===== src/hw/half_bridge_consts.vh =====
// constants for the half-bridge control and diagnosis block
`ifndef HALF_BRIDGE_CONSTS_VH
`define HALF_BRIDGE_CONSTS_VH
`define CLK_MHZ 50
`define OC_FILTER_NS 1000
`define OC_FILTER_MIN_NS 500
`define OC_FILTER_MAX_NS 2000
`define DIAG_ACT_CYCLES 5000
`define DIAG_FILT_CYCLES 3000
`define ADDR_CFG 4'h0
`define ADDR_ENABLE 4'h1
`define ADDR_CONTROL 4'h2
`define ADDR_OFFDIAG 4'h3
`define ADDR_PROTECT 4'h4
`define ADDR_ACT_TIME 4'h5
`define ADDR_FILT_TIME 4'h6
`define CFG_MODE_LSB 0
`define CFG_FREE_LSB 4
`define CFG_PAIR1_BIT 8
`define CFG_PAIR2_BIT 9
`define CTL_DIRECT_SEL_LSB 4
`define PROT_OT1_BIT 4
`define PROT_OT2_BIT 5
`define CODE_NONE 2'h0
`define CODE_OL_HS 2'h1
`define CODE_OL_LS 2'h2
`define CODE_SHORT 2'h3
`define CFG_RESET 32'h00000000
`endif


===== src/hw/off_state_channel.v =====
// per-channel off-state detection timing: activation timer then disturbance filter
`include "half_bridge_consts.vh"
module off_state_channel #(
  parameter CW = 24
) (
  input wire clk,
  input wire srst,
  input wire clkEn,
  input wire switchesOff,
  input wire [CW-1:0] actCycles,
  input wire [CW-1:0] filtCycles,
  input wire [1:0] rawCode,
  output reg codeValid,
  output reg [1:0] filtCode
);
  reg [CW-1:0] actCnt_q;
  reg [CW-1:0] filtCnt_q;
  reg [1:0] lastCode_q;

  always @(posedge clk) begin
    if (srst) begin
      actCnt_q <= {CW{1'b0}};
      filtCnt_q <= {CW{1'b0}};
      lastCode_q <= `CODE_NONE;
      codeValid <= 1'b0;
      filtCode <= `CODE_NONE;
    end else if (clkEn) begin
      if (!switchesOff) begin
        // any switch back on restarts both timers
        actCnt_q <= {CW{1'b0}};
        filtCnt_q <= {CW{1'b0}};
        codeValid <= 1'b0;
      end else if (actCnt_q < actCycles) begin
        actCnt_q <= actCnt_q + {{(CW-1){1'b0}}, 1'b1};
      end else begin
        lastCode_q <= rawCode;
        // a changed comparator result restarts the filter
        if (rawCode != lastCode_q) begin
          filtCnt_q <= {CW{1'b0}};
        end else if (filtCnt_q < filtCycles) begin
          filtCnt_q <= filtCnt_q + {{(CW-1){1'b0}}, 1'b1};
        end else begin
          codeValid <= 1'b1;
          filtCode <= rawCode;
        end
      end
    end
  end
endmodule // off_state_channel


===== src/hw/half_bridge_control_diag.v =====
// four half-bridge channels: gate control, protection and off-state diagnosis
//
// The address map and the Avalon-MM interface to the registers were chosen for this implementation.
`include "half_bridge_consts.vh"
// Operation
// - enable low forces both switches of the channel off.
// - low-side mode, passive freewheel: low-side follows on, high-side always off.
// - low-side mode, active freewheel: low-side on for on, high-side for off.
// - high-side mode, passive freewheel: high-side follows on, low-side always off.
// - high-side mode, active freewheel: high-side on for on, low-side for off.
// - overcurrent past filter time turns switch off, sets flag, output floats.
// - overtemperature turns outputs off until indication clears.
// - on-state shorts are reported as per-channel overcurrent flags.
// - overtemperature is reported by two pair flags in protect register.
// - off-state detection runs only with both switches off; starts activation timer.
// - after activation time the prioritised result goes into the 2-bit field.
// - a result is stored only after persisting through the filter time.
// - reading the diagnosis register refreshes it to the current state.
// - codes: 00 none, 01 open high-side, 10 open low-side, 11 short.
// - short same in both modes; open load reports open high-side in high-side mode, open low-side in low-side mode.
// - full-bridge enable bits only affect off-state diagnosis of the pair.
// - overcurrent must persist 0.5 to 2 us before switch off.
module half_bridge_control_diag #(
  parameter NCH = 4,
  parameter CW = 24
) (
  input wire clk,
  input wire srst,
  input wire clkEn,
  input wire [3:0] avsAddress,
  input wire avsRead,
  input wire avsWrite,
  input wire [31:0] avsWriteData,
  output reg [31:0] avsReadData,
  output reg avsWaitRequest,
  input wire [NCH-1:0] directIn,
  input wire [NCH-1:0] overcurrentIn,
  input wire [NCH-1:0] openLoadIn,
  input wire [NCH-1:0] shortIn,
  input wire [1:0] overtempIn,
  output reg [NCH-1:0] highGate,
  output reg [NCH-1:0] lowGate
);
  localparam integer OC_CYCLES_RAW = (`OC_FILTER_NS * `CLK_MHZ) / 1000;
  localparam [7:0] OC_CYCLES = (OC_CYCLES_RAW < 1) ? 8'h01 : OC_CYCLES_RAW[7:0];
  // timer reset values sized to the counter width
  localparam [CW-1:0] ACT_RESET = `DIAG_ACT_CYCLES;
  localparam [CW-1:0] FILT_RESET = `DIAG_FILT_CYCLES;

  localparam [2:0] ST_IDLE = 3'h1;
  localparam [2:0] ST_ANSWER = 3'h2;
  localparam [2:0] ST_DONE = 3'h4;

  // pin synchronisers, two stages each
  reg [NCH-1:0] dirS1_q, dirS2_q, ocS1_q, ocS2_q, olS1_q, olS2_q, scS1_q, scS2_q;
  reg [1:0] otS1_q, otS2_q;
  always @(posedge clk) begin
    if (srst) begin
      dirS1_q <= {NCH{1'b0}};
      dirS2_q <= {NCH{1'b0}};
      ocS1_q <= {NCH{1'b0}};
      ocS2_q <= {NCH{1'b0}};
      olS1_q <= {NCH{1'b0}};
      olS2_q <= {NCH{1'b0}};
      scS1_q <= {NCH{1'b0}};
      scS2_q <= {NCH{1'b0}};
      otS1_q <= 2'h0;
      otS2_q <= 2'h0;
    end else if (clkEn) begin
      dirS1_q <= directIn;
      dirS2_q <= dirS1_q;
      ocS1_q <= overcurrentIn;
      ocS2_q <= ocS1_q;
      olS1_q <= openLoadIn;
      olS2_q <= olS1_q;
      scS1_q <= shortIn;
      scS2_q <= scS1_q;
      otS1_q <= overtempIn;
      otS2_q <= otS1_q;
    end
  end

  // configuration, status and bus state registers
  reg [31:0] bridgeSetup_q;
  reg [NCH-1:0] outputEnable_q;
  reg [2*NCH-1:0] outputControl_q;
  reg [CW-1:0] actTime_q;
  reg [CW-1:0] filtTime_q;
  reg [2*NCH-1:0] offDiag_q;
  reg [NCH-1:0] ocFlag_q;
  reg [1:0] otFlag_q;
  reg [2:0] busState_q;

  wire [NCH-1:0] switchModeSel = bridgeSetup_q[`CFG_MODE_LSB +: NCH];
  wire [NCH-1:0] freewheelSel = bridgeSetup_q[`CFG_FREE_LSB +: NCH];
  wire fullPair1Enable = bridgeSetup_q[`CFG_PAIR1_BIT];
  wire fullPair2Enable = bridgeSetup_q[`CFG_PAIR2_BIT];
  wire [NCH-1:0] channelOnBit = outputControl_q[NCH-1:0];
  wire [NCH-1:0] directSel = outputControl_q[`CTL_DIRECT_SEL_LSB +: NCH];

  // priority encoder shared by all channels
  function [1:0] prioCode;
    input mode;
    input openLoad;
    input short;
    begin
      if (short)
        prioCode = `CODE_SHORT;
      else if (openLoad)
        prioCode = mode ? `CODE_OL_HS : `CODE_OL_LS;
      else
        prioCode = `CODE_NONE;
    end
  endfunction

  wire [NCH-1:0] onReq = (directSel & dirS2_q) | (~directSel & channelOnBit);
  wire [NCH-1:0] latched = ocFlag_q;
  wire otAny = |otS2_q;
  reg [NCH-1:0] hsNext, lsNext;
  integer k;
  always @* begin
    for (k = 0; k < NCH; k = k + 1) begin
      hsNext[k] = 1'b0;
      lsNext[k] = 1'b0;
      if (outputEnable_q[k] && !latched[k] && !otAny) begin
        if (!switchModeSel[k]) begin
          lsNext[k] = onReq[k];
          hsNext[k] = freewheelSel[k] & ~onReq[k];
        end else begin
          hsNext[k] = onReq[k];
          lsNext[k] = freewheelSel[k] & ~onReq[k];
        end
      end
    end
  end

  // overcurrent filter and off-state detection per channel
  wire [NCH-1:0] ocTrip;
  wire [NCH-1:0] codeValid;
  wire [2*NCH-1:0] filtCode;
  wire [NCH-1:0] chOff = ~(highGate | lowGate);
  wire [NCH-1:0] pairOff;
  assign pairOff[0] = fullPair1Enable ? (chOff[0] & chOff[1]) : chOff[0];
  assign pairOff[1] = fullPair1Enable ? (chOff[0] & chOff[1]) : chOff[1];
  assign pairOff[2] = fullPair2Enable ? (chOff[2] & chOff[3]) : chOff[2];
  assign pairOff[3] = fullPair2Enable ? (chOff[2] & chOff[3]) : chOff[3];

  genvar g;
  generate
    for (g = 0; g < NCH; g = g + 1) begin : gCh
      reg [7:0] ocCnt_q;
      always @(posedge clk) begin
        if (srst)
          ocCnt_q <= 8'h00;
        else if (clkEn) begin
          if (ocS2_q[g] && (highGate[g] || lowGate[g]) && ocCnt_q < OC_CYCLES)
            ocCnt_q <= ocCnt_q + 8'h01;
          else if (!ocS2_q[g])
            ocCnt_q <= 8'h00;
        end
      end
      assign ocTrip[g] = (ocCnt_q >= OC_CYCLES);

      off_state_channel #(.CW(CW)) uDiag (
        .clk(clk),
        .srst(srst),
        .clkEn(clkEn),
        .switchesOff(pairOff[g]),
        .actCycles(actTime_q),
        .filtCycles(filtTime_q),
        .rawCode(prioCode(switchModeSel[g], olS2_q[g], scS2_q[g])),
        .codeValid(codeValid[g]),
        .filtCode(filtCode[2*g +: 2])
      );
    end
  endgenerate

  // live diagnosis view; invalid channels report no failure
  reg [2*NCH-1:0] liveDiag;
  integer j;
  always @* begin
    for (j = 0; j < NCH; j = j + 1)
      liveDiag[2*j +: 2] = codeValid[j] ? filtCode[2*j +: 2] : `CODE_NONE;
  end

  wire rdProtect = (busState_q == ST_ANSWER) && avsRead && (avsAddress == `ADDR_PROTECT);
  wire rdOffDiag = (busState_q == ST_ANSWER) && avsRead && (avsAddress == `ADDR_OFFDIAG);

  always @(posedge clk) begin
    if (srst) begin
      highGate <= {NCH{1'b0}};
      lowGate <= {NCH{1'b0}};
      ocFlag_q <= {NCH{1'b0}};
      otFlag_q <= 2'h0;
      offDiag_q <= {2*NCH{1'b0}};
    end else if (clkEn) begin
      // trip forces the output to float this same edge
      highGate <= hsNext & ~ocTrip;
      lowGate <= lsNext & ~ocTrip;
      // set wins over the clear-on-read
      ocFlag_q <= (rdProtect ? {NCH{1'b0}} : ocFlag_q) | ocTrip;
      otFlag_q <= (rdProtect ? 2'h0 : otFlag_q) | otS2_q;
      if (rdOffDiag)
        offDiag_q <= liveDiag;
      else
        offDiag_q <= offDiag_q | liveDiag;
    end
  end

  // register decode, shared by read mux
  function [31:0] readMux;
    input [3:0] addr;
    begin
      case (addr)
        `ADDR_CFG: readMux = bridgeSetup_q;
        `ADDR_ENABLE: readMux = {{(32-NCH){1'b0}}, outputEnable_q};
        `ADDR_CONTROL: readMux = {{(32-2*NCH){1'b0}}, outputControl_q};
        `ADDR_OFFDIAG: readMux = {{(32-2*NCH){1'b0}}, offDiag_q};
        `ADDR_PROTECT: readMux = {26'h0000000, otFlag_q, ocFlag_q};
        `ADDR_ACT_TIME: readMux = {{(32-CW){1'b0}}, actTime_q};
        `ADDR_FILT_TIME: readMux = {{(32-CW){1'b0}}, filtTime_q};
        default: readMux = 32'h00000000;
      endcase
    end
  endfunction

  // avalon slave: two wait cycles, answer on third cycle of the request
  always @(posedge clk) begin
    if (srst) begin
      busState_q <= ST_IDLE;
      avsWaitRequest <= 1'b1;
      avsReadData <= 32'h00000000;
      bridgeSetup_q <= `CFG_RESET;
      outputEnable_q <= {NCH{1'b0}};
      outputControl_q <= {2*NCH{1'b0}};
      actTime_q <= ACT_RESET;
      filtTime_q <= FILT_RESET;
    end else if (clkEn) begin
      case (busState_q)
        ST_IDLE: begin
          avsWaitRequest <= 1'b1;
          if (avsRead || avsWrite)
            busState_q <= ST_ANSWER;
        end
        ST_ANSWER: begin
          avsWaitRequest <= 1'b0;
          avsReadData <= readMux(avsAddress);
          busState_q <= ST_DONE;
          if (avsWrite) begin
            case (avsAddress)
              `ADDR_CFG: bridgeSetup_q <= avsWriteData;
              `ADDR_ENABLE: outputEnable_q <= avsWriteData[NCH-1:0];
              `ADDR_CONTROL: outputControl_q <= avsWriteData[2*NCH-1:0];
              `ADDR_ACT_TIME: actTime_q <= avsWriteData[CW-1:0];
              `ADDR_FILT_TIME: filtTime_q <= avsWriteData[CW-1:0];
              default: begin
              end
            endcase
          end
        end
        ST_DONE: begin
          avsWaitRequest <= 1'b1;
          busState_q <= ST_IDLE;
        end
        default: begin
          avsWaitRequest <= 1'b1;
          busState_q <= ST_IDLE;
        end
      endcase
    end
  end
endmodule // half_bridge_control_diag


===== config.mk =====
export PLATFORM = sky130hd
export DESIGN_NAME = half_bridge_control_diag
export DESIGN_NICKNAME = d
export VERILOG_FILES = /design/src/hw/off_state_channel.v /design/src/hw/half_bridge_control_diag.v
export VERILOG_INCLUDE_DIRS = /design/src /design/src/hw
export SDC_FILE = /design/constraint.sdc
export NUM_CORES = 1
export LEC_CHECK = 0
export ABC_AREA = 1
export CAP_MARGIN = 10
export CELL_PAD_IN_SITES_DETAIL_PLACEMENT = 0
export CELL_PAD_IN_SITES_GLOBAL_PLACEMENT = 1
export CORE_UTILIZATION = 42
export CTS_CLUSTER_DIAMETER = 40
export DETAILED_ROUTE_END_ITERATION = 10
export DONT_BUFFER_PORTS = 1
export PLACE_DENSITY = 0.87
export SLEW_MARGIN = 20
export SYNTH_ARGS = -nofsm -noshare
export SYNTH_HDL_FRONTEND = slang
export SYNTH_SLANG_ARGS = --single-unit

===== constraint.sdc =====
create_clock -name clk -period 2.3 [get_ports clk]
set_clock_uncertainty 0.2 [all_clocks]
set_input_delay 0.115 -clock clk [delete_from_list [all_inputs] [get_ports clk]]
set_output_delay 0.115 -clock clk [all_outputs]
set_load 0.03 [all_outputs]

==> summary by stage, run 1 <==
Run status
The flow ran to the end, but the final reports show violations. The checks that failed: negative hold slack, negative setup slack.

Timing
At the pin with the least slew margin, the transition time is ~0.74 ns. Setup repair after global routing could not meet its margin everywhere. The worst slew margin relative to its limit is 0.502. Setup violations remaining at the end of the flow were counted as 162. The clock period minus worst slack is 2.50 ns. The top achievable clock speed is 400 MHz.

The number of hold violations in the final report came to about 290. The minimum setup slack in the final design is -0.199 ns. Of the available clock period, the critical path in the final layout requires 1.09. The number of pins with negative max-slew slack in the final report came to 0. The tightest hold path in the finished design has a slack of -0.598 ns.

Flow run
The tool flagged a number of max-cap violations equal to 0.

Global routing
The number of antenna violations at the first check in global routing is 9. The pin count of the biggest net entering global routing is 224. The number of global-route vias before repair is between 20k and 30k.

The wire length of the first global-routing pass is approximately 140,000 µm. Summed over all layers, the global routing overflow is 0. The overall global routing resource usage is 0.283.

Power and ir drop
The share of total power dissipated in combinational logic is 0.049. The part of the power in registers is 0.358. The ratio of total power to cell area is 574 nW/µm². The proportion of power drawn by the clock network is 0.593. Across the VDD grid, the largest voltage drop is slightly above 0.0006 V. Cell internal power was estimated by the tool at 16,000 µW. The net switching power of the design is 5150 µW. Of the total power, the share spent switching nets is 0.244. The analysis attributes to cell leakage a power of 0.0156 µW.

Min path
The endpoint of the worst hold-timing path is gCh[1].uDiag.filtCnt_q[7]$_SDFFE_PP0P_. Along the worst hold path, the cell count comes to 1. The kind of path behind the tightest hold check is in -> reg. The startpoint of the tightest hold check path is srst.

Die
The die covers 63,500 µm². The row count is 91. The starting density of the core is 0.425. The height of the die is 252 µm.

The die outline width is approximately 250 µm. The total area inside the core boundary comes to 61,700 µm². The number of ports placed on the die boundary is 100.

Synthesis
Synthesis handed over a netlist of about 4k instances. The top cell type's share of synthesized area is 0.328. The post-synthesis net count is 4,242.

Sorting the synthesized cells by area gives the leading types as dfxtp_1, nand2_1, ha_1. The average cell area after synthesis is 6.59 µm². The post-synthesis instance area is 26,300 µm². Yosys mapped the design onto 57 distinct sky130hd cell types. The number of synthesized register bits is 430. The sequential fraction of the synthesis area is 0.328. After synthesis, the share of flip-flops with an asynchronous set or reset is 0.

During synthesis, Yosys emitted a total of 0 warnings. In this run, synthesis inferred 0 flip-flops with an integrated enable. The biggest area consumer among synthesized cells is dfxtp_1. The commonest register cell after synthesis is dfxtp_1.

Route
The average detailed-routed wire length per instance is 17.7 µm. The detailed router finished its first iteration with 2,576 violations. The count of antenna-violating nets left after detailed routing is 0. The number of vias per cell after detailed routing is ~5.3. For this run, the detailed router's first-pass iteration total came to 6. The number of remaining DRC errors is 0. The total wire length is 95,300 µm. The detailed router placed 28.8k vias in this run.

Critical path
The type of element launching the critical path is a flip-flop. The worst setup path is captured at a flip-flop. The end of the worst register-to-register path is gCh[3].uDiag.filtCnt_q[14]$_SDFFE_PP0P_. The critical path runs through a total of 15 cells. The critical path contains buffers and inverters numbering 5 combined.

The critical-path cell with the highest stage delay is dfxtp_2. The flop-to-flop setup slack is -0.20 ns. The logic depth of the worst register-to-register path is 15. Of all nets on the critical path, the largest fanout is 7.

The critical path's top delay family is buffers and inverters. The critical path goes through clkinvlp_4 > buf_6 > ha_4 > nand2_1 > inv_1 > nand4_1 > a21oi_2 > nor2_2 > nand2_2 > nand2_4 > nand3_4 > buf_4 > buf_16 > nand2_1 > a21oi_1. The category of the critical setup timing path is reg -> reg.

In this design, the stage delay of the slowest critical-path cell is 0.34 ns. Data on the critical path arrives at its endpoint at 2.84 ns. STA puts the critical path data required time at 2.64 ns. The startpoint of the most critical register-to-register path is filtTime_q[16]$_SDFFE_PP0P_. Among the stages of the critical path, the cell type that occurs most often is nand2_1.

CTS
TritonCTS created between 80 and 90 clock buffers. In this run the clock root is driven by a clkbuf_16. The CTS clock-pin slew for the worst setup and hold paths is 0.05 ns.

Clock latency on the worst-skew pair, taken at its later pin, is 0.64 ns. The H-tree generated during clock tree synthesis spans 3 levels. The CTS tree is done.

The clock sink count is 430. In this run the deepest clock path goes through 3 buffers.

Final layout
The utilization after layout is 0.597. Summing all multi-input logic gate instances after layout gives between 15,000 and 20,000 µm². The area added between synthesis and finish is 40.2%.

The net count of the finished layout is 4,725. In the final layout, flip-flops and latches occupy 8650 µm². In the final layout, the share of cells above drive strength 1 is 0.207.

The fill cell total of the finished layout is around 5.5k.

Placement
The setup slack after placement is -0.289 ns. The count of buffers added on input and output ports is 0. Detailed placement finished with a half-perimeter wire length of between 60,000 and 70,000 µm. The final weighted congestion in routability-driven placement is 0.945.
## power by group through the flow
stage               registers (µW)  clock network [µW]  logic [µW]
floorplan                     7700                   0         483
detailed placement            7710                   0         685
CTS                           7560               12600         919
global route                  7560               13000        1100
global placement              7710                   0         681
finish                        7560               12500        1030
## cell usage in the layout, fill, tap and decap left out, types with 12 or more instances in the layout
cell and n:
inv_1 326, inv_6 20, ha_1 131, nor2_2 22, inv_4 14, dlygate4sd3_1 152
dfxtp_1 398, o22ai_1 16, o221ai_1 14, dfxtp_2 32, xor2_1 71, clkinvlp_4 21
nand2_2 62, xnor2_1 31, a21oi_1 350, o21ai_0 169, o21ai_1 14, or2_2 19
nor4_1 12, buf_6 29, a21oi_2 29, nor2_4 16, nand4_1 50, nor3_2 13
nand3_2 13, ha_4 67, inv_2 41, nand2_4 32, nor3_1 93, buf_4 292
buf_12 40, nand2_1 959, clkbuf_16 94, nand3_1 258, nor2_1 476
## cells in the mapped netlist (2+ instances only)
| library cell | count |
|---|---|
| nand3_1 | 275 |
| xor2_1 | 71 |
| buf_4 | 3 |
| nand2_2 | 3 |
| nand4_1 | 50 |
| o2111ai_1 | 9 |
| and3_1 | 8 |
| xnor2_1 | 31 |
| o221ai_1 | 14 |
| o21bai_1 | 5 |
| a211oi_1 | 4 |
| dfxtp_1 | 430 |
| o22ai_1 | 16 |
| a22o_1 | 2 |
| nand2_1 | 1050 |
| nor3b_1 | 5 |
| buf_6 | 5 |
| a31oi_1 | 4 |
| nor2_1 | 505 |
| a21oi_2 | 2 |
| nor2_4 | 5 |
| nand3b_1 | 7 |
| nand2_4 | 3 |
| a21o_1 | 7 |
| a21boi_0 | 2 |
| a21oi_1 | 380 |
| o31ai_1 | 3 |
| a21oi_4 | 2 |
| nor4_1 | 12 |
| ha_1 | 200 |
| clkinv_1 | 2 |
| a221oi_1 | 3 |
| inv_2 | 11 |
| buf_2 | 34 |
| clkbuf_1 | 91 |
| inv_1 | 383 |
| nor2_2 | 4 |
| o21ai_0 | 186 |
| or2_2 | 19 |
| nor3_1 | 106 |
| o21a_1 | 5 |
| buf_1 | 7 |
| o21ai_1 | 5 |
## metrics by stage
| stage | area [µm²] | total power, µW | std cells | setup TNS (ns) | hold slack (ns) |
|---|---|---|---|---|---|
| floorplan | 26300 | 8190 | 3983 | 0 | 0.0414 |
| global placement | 29700 | 8390 | 5019 | -25.26 | 0.0348 |
| detailed placement | 29700 | 8390 | 5019 | -26.52 | 0.0372 |
| CTS | 34900 | 21100 | 5346 | -0.892 | -0.607 |
| global route | 36800 | 21700 | 5375 | -31.63 | -0.629 |
| finish | 36800 | 21100 | 5378 | -12.45 | -0.598 |
## how the worst max path moves through the flow
stage,from,to,slack [ns]
after floorplan,actTime_q[19]$_SDFFE_PP0P_,gCh[3].uDiag.actCnt_q[21]$_SDFFE_PP0P_,0.14
after detailed placement,actTime_q[23]$_SDFFE_PP0P_,gCh[3].uDiag.filtCnt_q[19]$_SDFFE_PP0P_,-0.29
final,filtTime_q[16]$_SDFFE_PP0P_,gCh[3].uDiag.filtCnt_q[14]$_SDFFE_PP0P_,-0.20
after CTS,actTime_q[4]$_SDFFE_PP0P_,gCh[0].uDiag.actCnt_q[17]$_SDFFE_PP0P_,-0.08
after global routing,gCh[0].ocCnt_q[2]$_SDFFE_PP0P_,gCh[0].ocCnt_q[4]$_SDFFE_PP0P_,-0.32
after global placement,actTime_q[15]$_SDFFE_PP0P_,gCh[1].uDiag.filtCode[0]$_SDFFE_PP0P_,-0.30
## repair_timing
item,CTS,global route
gates cloned,8,11
hold buffers,149,8
buffers inserted,18,9
resized for setup,167,342
hold endpoints to repair,430,297
pin swaps,46,104
setup endpoints to repair,205,276
## layout make-up
cell class	count	share of cell area
Inverter	397	0.0433
Clock buffer	97	0.0603
Tap cell	837	0.0284
Timing Repair inverter	1	0.000204
Sequential cell	430	0.235
Timing Repair Buffer	536	0.144
Clock inverter	56	0.0176
Multi-Input combinational cell	3018	0.471
Antenna cell	6	0.000408
## layer usage
layer  track usage  part of all wire  wire (µm)  vias to the layer above
met2         0.445              0.45      43300                     1077
met5             0           0.00058         55                        -
met4         0.113             0.037       3570                        8
met1         0.378              0.43      40800                    13400
met3        0.0565             0.079       7560                      224
li1              -                 -          -                    14100
## cell families after synthesis
group / Yosys count / share of synthesized area
and+or+nand+nor: 2059 / 0.328
AOI/OAI and AO/OA: 655 / 0.134
buffers and inverters: 537 / 0.0803
DFF: 430 / 0.328
xor gates and xnor gates: 102 / 0.0340
adders and majority gates: 200 / 0.0953
## registers in the layout, indices dropped and copies added (netlist names), 8 cells and up
register	flops
actTime_q	24
avsReadData	32
bridgeSetup_q	32
filtTime_q	24
gCh.ocCnt_q	32
gCh.uDiag.actCnt_q	96
gCh.uDiag.filtCnt_q	96
gCh.uDiag.filtCode	8
gCh.uDiag.lastCode_q	8
offDiag_q	8
outputControl_q	8
Power figures use the tool's default switching activity.
==> inputs of run 2 (changes only) <==
--- a/config.mk
+++ b/config.mk
@@ -10,11 +10,11 @@
 export CAP_MARGIN = 10
 export CELL_PAD_IN_SITES_DETAIL_PLACEMENT = 0
 export CELL_PAD_IN_SITES_GLOBAL_PLACEMENT = 1
-export CORE_UTILIZATION = 42
+export CORE_UTILIZATION = 47
 export CTS_CLUSTER_DIAMETER = 40
 export DETAILED_ROUTE_END_ITERATION = 10
 export DONT_BUFFER_PORTS = 1
-export PLACE_DENSITY = 0.87
+export PLACE_DENSITY = 0.91
 export SLEW_MARGIN = 20
 export SYNTH_ARGS = -nofsm -noshare
 export SYNTH_HDL_FRONTEND = slang
==> constraint.sdc (replaced) <==
create_clock -name clk -period 2.8 [get_ports clk]
set_clock_uncertainty 0.2 [all_clocks]
set_input_delay 0.14 -clock clk [delete_from_list [all_inputs] [get_ports clk]]
set_output_delay 0.14 -clock clk [all_outputs]
set_load 0.03 [all_outputs]
==> run 2 against run 1 <==
  * The run ends with negative hold slack left
  * Cell area down 12%
  * Highest routed layer unchanged
  * Setup slack better by 0.21 ns
  * Flip-flop and latch count unchanged
  * Critical path type is now in -> reg
  * Combinational power down 29%
  * Critical path depth down 6
  * Sequential share of layout area up 3.1 points
  * Non-clock buffer count down 223
  * Critical endpoint is now lowGate[1]$_SDFFE_PP0P_
  * Largest cell class unchanged
  * Largest power group unchanged
==> summary by stage, run 2 (synthesized netlist as in run 1, its figures left out) <==
Timing
The final number of setup-violating endpoints is 0 (-100%). The clock period minus worst slack is approximately 2.8 ns. The top achievable clock speed is 358 MHz. The number of hold violations in the final report is 167 (-41%). The transition at the pin with the smallest max-transition slack is 1.12 ns (+0.379 ns). The worst slew margin relative to its limit is 0.251 (-0.252).

Setup repair after global routing could not meet its margin everywhere. The number of pins with negative max-slew slack in the final report is 0 (unchanged). The final period utilization is 0.997. The worst-case hold slack is -0.555 ns (+0.0428 ns).

Route
The total wire length came to 88,600 µm (-7.1%). The number of remaining DRC errors is 0 (unchanged). The number of DRC violations after detailed-routing iteration 0 is 2,779 (+7.9%). The detailed route wirelength on metal2 was 39,000 µm (-10%). The count of vias placed by the detailed router came to 27.3k (-5.1%). The wire length the detailed router placed on met1 came to 39,400 µm (-3.5%). Signal routing reaches up to met5. The number of iterations in the first detailed-routing pass is 6 (unchanged). The number of vias per cell after detailed routing came to 5.41 (+1.1%). The average detailed-routed wire length per instance is 17.5 µm (-1.1%). The routed length on met3 came to 7060 µm (-6.6%).

The count of antenna-violating nets left after detailed routing is 0 (unchanged).

Critical path
The worst register-to-register path ends at avsReadData[28]$_SDFFE_PP0P_. The slowest stage of the critical path belongs to the cell dlygate4sd3_1. The delay of the slowest cell on the worst path came to 0.62 ns (+0.28 ns). The logic depth of the worst register-to-register path is 9 (-6).

Traced cell by cell, the critical path runs through buf_16 > inv_2 > dlygate4sd3_1 > buf_6 > nor4_1 > o2111ai_1 > a21oi_1 > dlygate4sd3_1 > dlygate4sd3_1. The cell that appears most often on the critical path is dlygate4sd3_1. STA classifies the critical path endpoint as a flip-flop.

The critical path is of the in -> reg type. The endpoint required time on the critical path is 3.18 ns (+0.54 ns). The flop-to-flop setup slack came to 0.07 ns (+0.27 ns). STA classifies the critical path startpoint as an input pin.

The biggest fanout along the worst timing path is 28 (+21). The data arrival time at the worst-slack endpoint is 3.17 ns (+0.33 ns). The startpoint of the most critical register-to-register path is busState_q[2]$_SDFFE_PP0P_.

Final layout
The final instance area is 32,400 µm² (-12%). Compared with the post-synthesis result, the final layout area differs by 23.4%. The library cells used most frequently in the layout, excluding fill and tap cells, are nand2_1, nor2_1, dfxtp_1. The utilization after layout came to 0.587 (-0.00957). The share of final-layout standard cells stronger than drive strength 1 is 0.0775 (-0.129).

In the final layout, the registers with the most flip-flops are gCh.uDiag.actCnt_q x96, gCh.uDiag.filtCnt_q x96. The library cell used most frequently in the layout, excluding fill and tap cells, is nand2_1. The final layout net count is 4,495 (-4.9%).

CTS
The TritonCTS buffer count was 78 (-4.9%). The clock sink count came to 430 (unchanged). The CTS tree is done. The total number of H-tree levels is 3 (unchanged). The maximum count of clock buffers along a single path was 3 (unchanged). The cell chosen for the clock root is clkbuf_16. The clock latency on the worst-skew pair came to 0.64 ns (about the same). The CTS clock-pin slew for the worst setup and hold paths is 0.06 ns (about the same).

Die
The number of ports placed on the die boundary is 100 (unchanged). The die outline width is 238 µm (-5.4%). The row count is 86 (-5.5%). The starting density of the core is 0.476 (+0.0502). The area of the core came to 55,200 µm² (-11%). The die area is 56,800 µm² (-11%). The height of the die is 238 µm (-5.4%).

Min path
The startpoint of the tightest hold check path is srst. The cell depth of the worst min-delay path came to 1 (unchanged). The kind of path behind the tightest hold check is in -> reg. The path with the worst hold slack has its endpoint at gCh[3].uDiag.filtCnt_q[8]$_SDFFE_PP0P_.

Run status
The flow ran to the end, but the final reports show violations. The final reports fail on negative hold slack.

Global routing
The pin count of the biggest net entering global routing is 224 (unchanged). The wire length of the first global-routing pass is 139,000 µm (-2.4%). The aggregate global routing overflow was 0 (unchanged). The number of global-route vias before repair is 25.0k (-4.2%). The overall global routing resource usage is 0.309 (+0.0261). The number of antenna violations at the first check in global routing is 6 (-3).

Placement
The post-placement cell area is 27,500 µm² (-7.4%). The number of buffers inserted by port buffering was 0 (unchanged). The placed wire-length estimate is 60,500 µm (-4.0%). The final weighted congestion in routability-driven placement is 0.944 (about the same).

Power and ir drop
The maximum ir drop on the vdd rail is 0.000458 V (-26%). The ratio of total power to cell area is 517 nW/µm² (-9.9%). The leakage power figure is 0.0140 µW (-10%).

Flow run
The count of max-cap constraint violations came to 0 (unchanged).
-- run 2: cell type report --
cell class                      count  area, µm²
Fill cell                        5197      22800
Multi-Input combinational cell   3016      15600
Sequential cell                   430       8610
Timing Repair Buffer              313       3050
Clock buffer                       84       2030
Inverter                          397       1500
Tap cell                          748        936
Clock inverter                     59        688
Antenna cell                        4       10.0
-- run 2: report_power, final --
part           internal [µW]  switching (µW)
logic                    267             462
registers               6180            34.1
clock network           6120            3680
-- run 2: repair_timing --
item,in CTS,in global routing
resized for setup,0,32
hold buffers,204,1
setup endpoints to repair,0,127
setup buffers,0,2
hold endpoints to repair,426,192
-- run 2: metrics by stage --
stage          total power (µW)  setup TNS (ns)  std cells  worst slack (ns)
3_3_place_gp               6830               0       4697             0.190
3_5_place_dp               6840               0       4697             0.189
5_1_grt                   17200         -0.0414       5050           -0.0165
2_1_floorplan              6720               0       3983             0.641
4_1_cts                   16800               0       5044           0.00945
6_report                  16700               0       5051           0.00822
-- run 2: critical path, delay by kind of cell --
kind / cells / cell delay [ns]
buffers and inverters: 6 / 2.19
AND/OR/NAND/NOR: 1 / 0.42
AO/OA/AOI/OAI: 2 / 0.39
-- run 2: worst max-delay path by stage --
stage	startpoint	to	slack, ns	cells past startpoint
after floorplan	actTime_q[19]$_SDFFE_PP0P_	gCh[3].uDiag.actCnt_q[21]$_SDFFE_PP0P_	0.64	11
after global placement	actTime_q[5]$_SDFFE_PP0P_	gCh[0].uDiag.actCnt_q[6]$_SDFFE_PP0P_	0.19	14
after detailed placement	actTime_q[5]$_SDFFE_PP0P_	gCh[0].uDiag.actCnt_q[6]$_SDFFE_PP0P_	0.19	14
after CTS	clkEn	dirS1_q[0]$_SDFFE_PP0P_	0.009	9
after global routing	actTime_q[23]$_SDFFE_PP0P_	gCh[3].uDiag.actCnt_q[17]$_SDFFE_PP0P_	-0.02	13
final	clkEn	lowGate[1]$_SDFFE_PP0P_	0.008	9
-- run 2: per-layer routing --
layer  GRT usage  vias to the layer above
met5           0                        -
met4       0.112                        8
met3      0.0537                      176
met2       0.486                      988
met1       0.423                    12500
li1            -                    13600
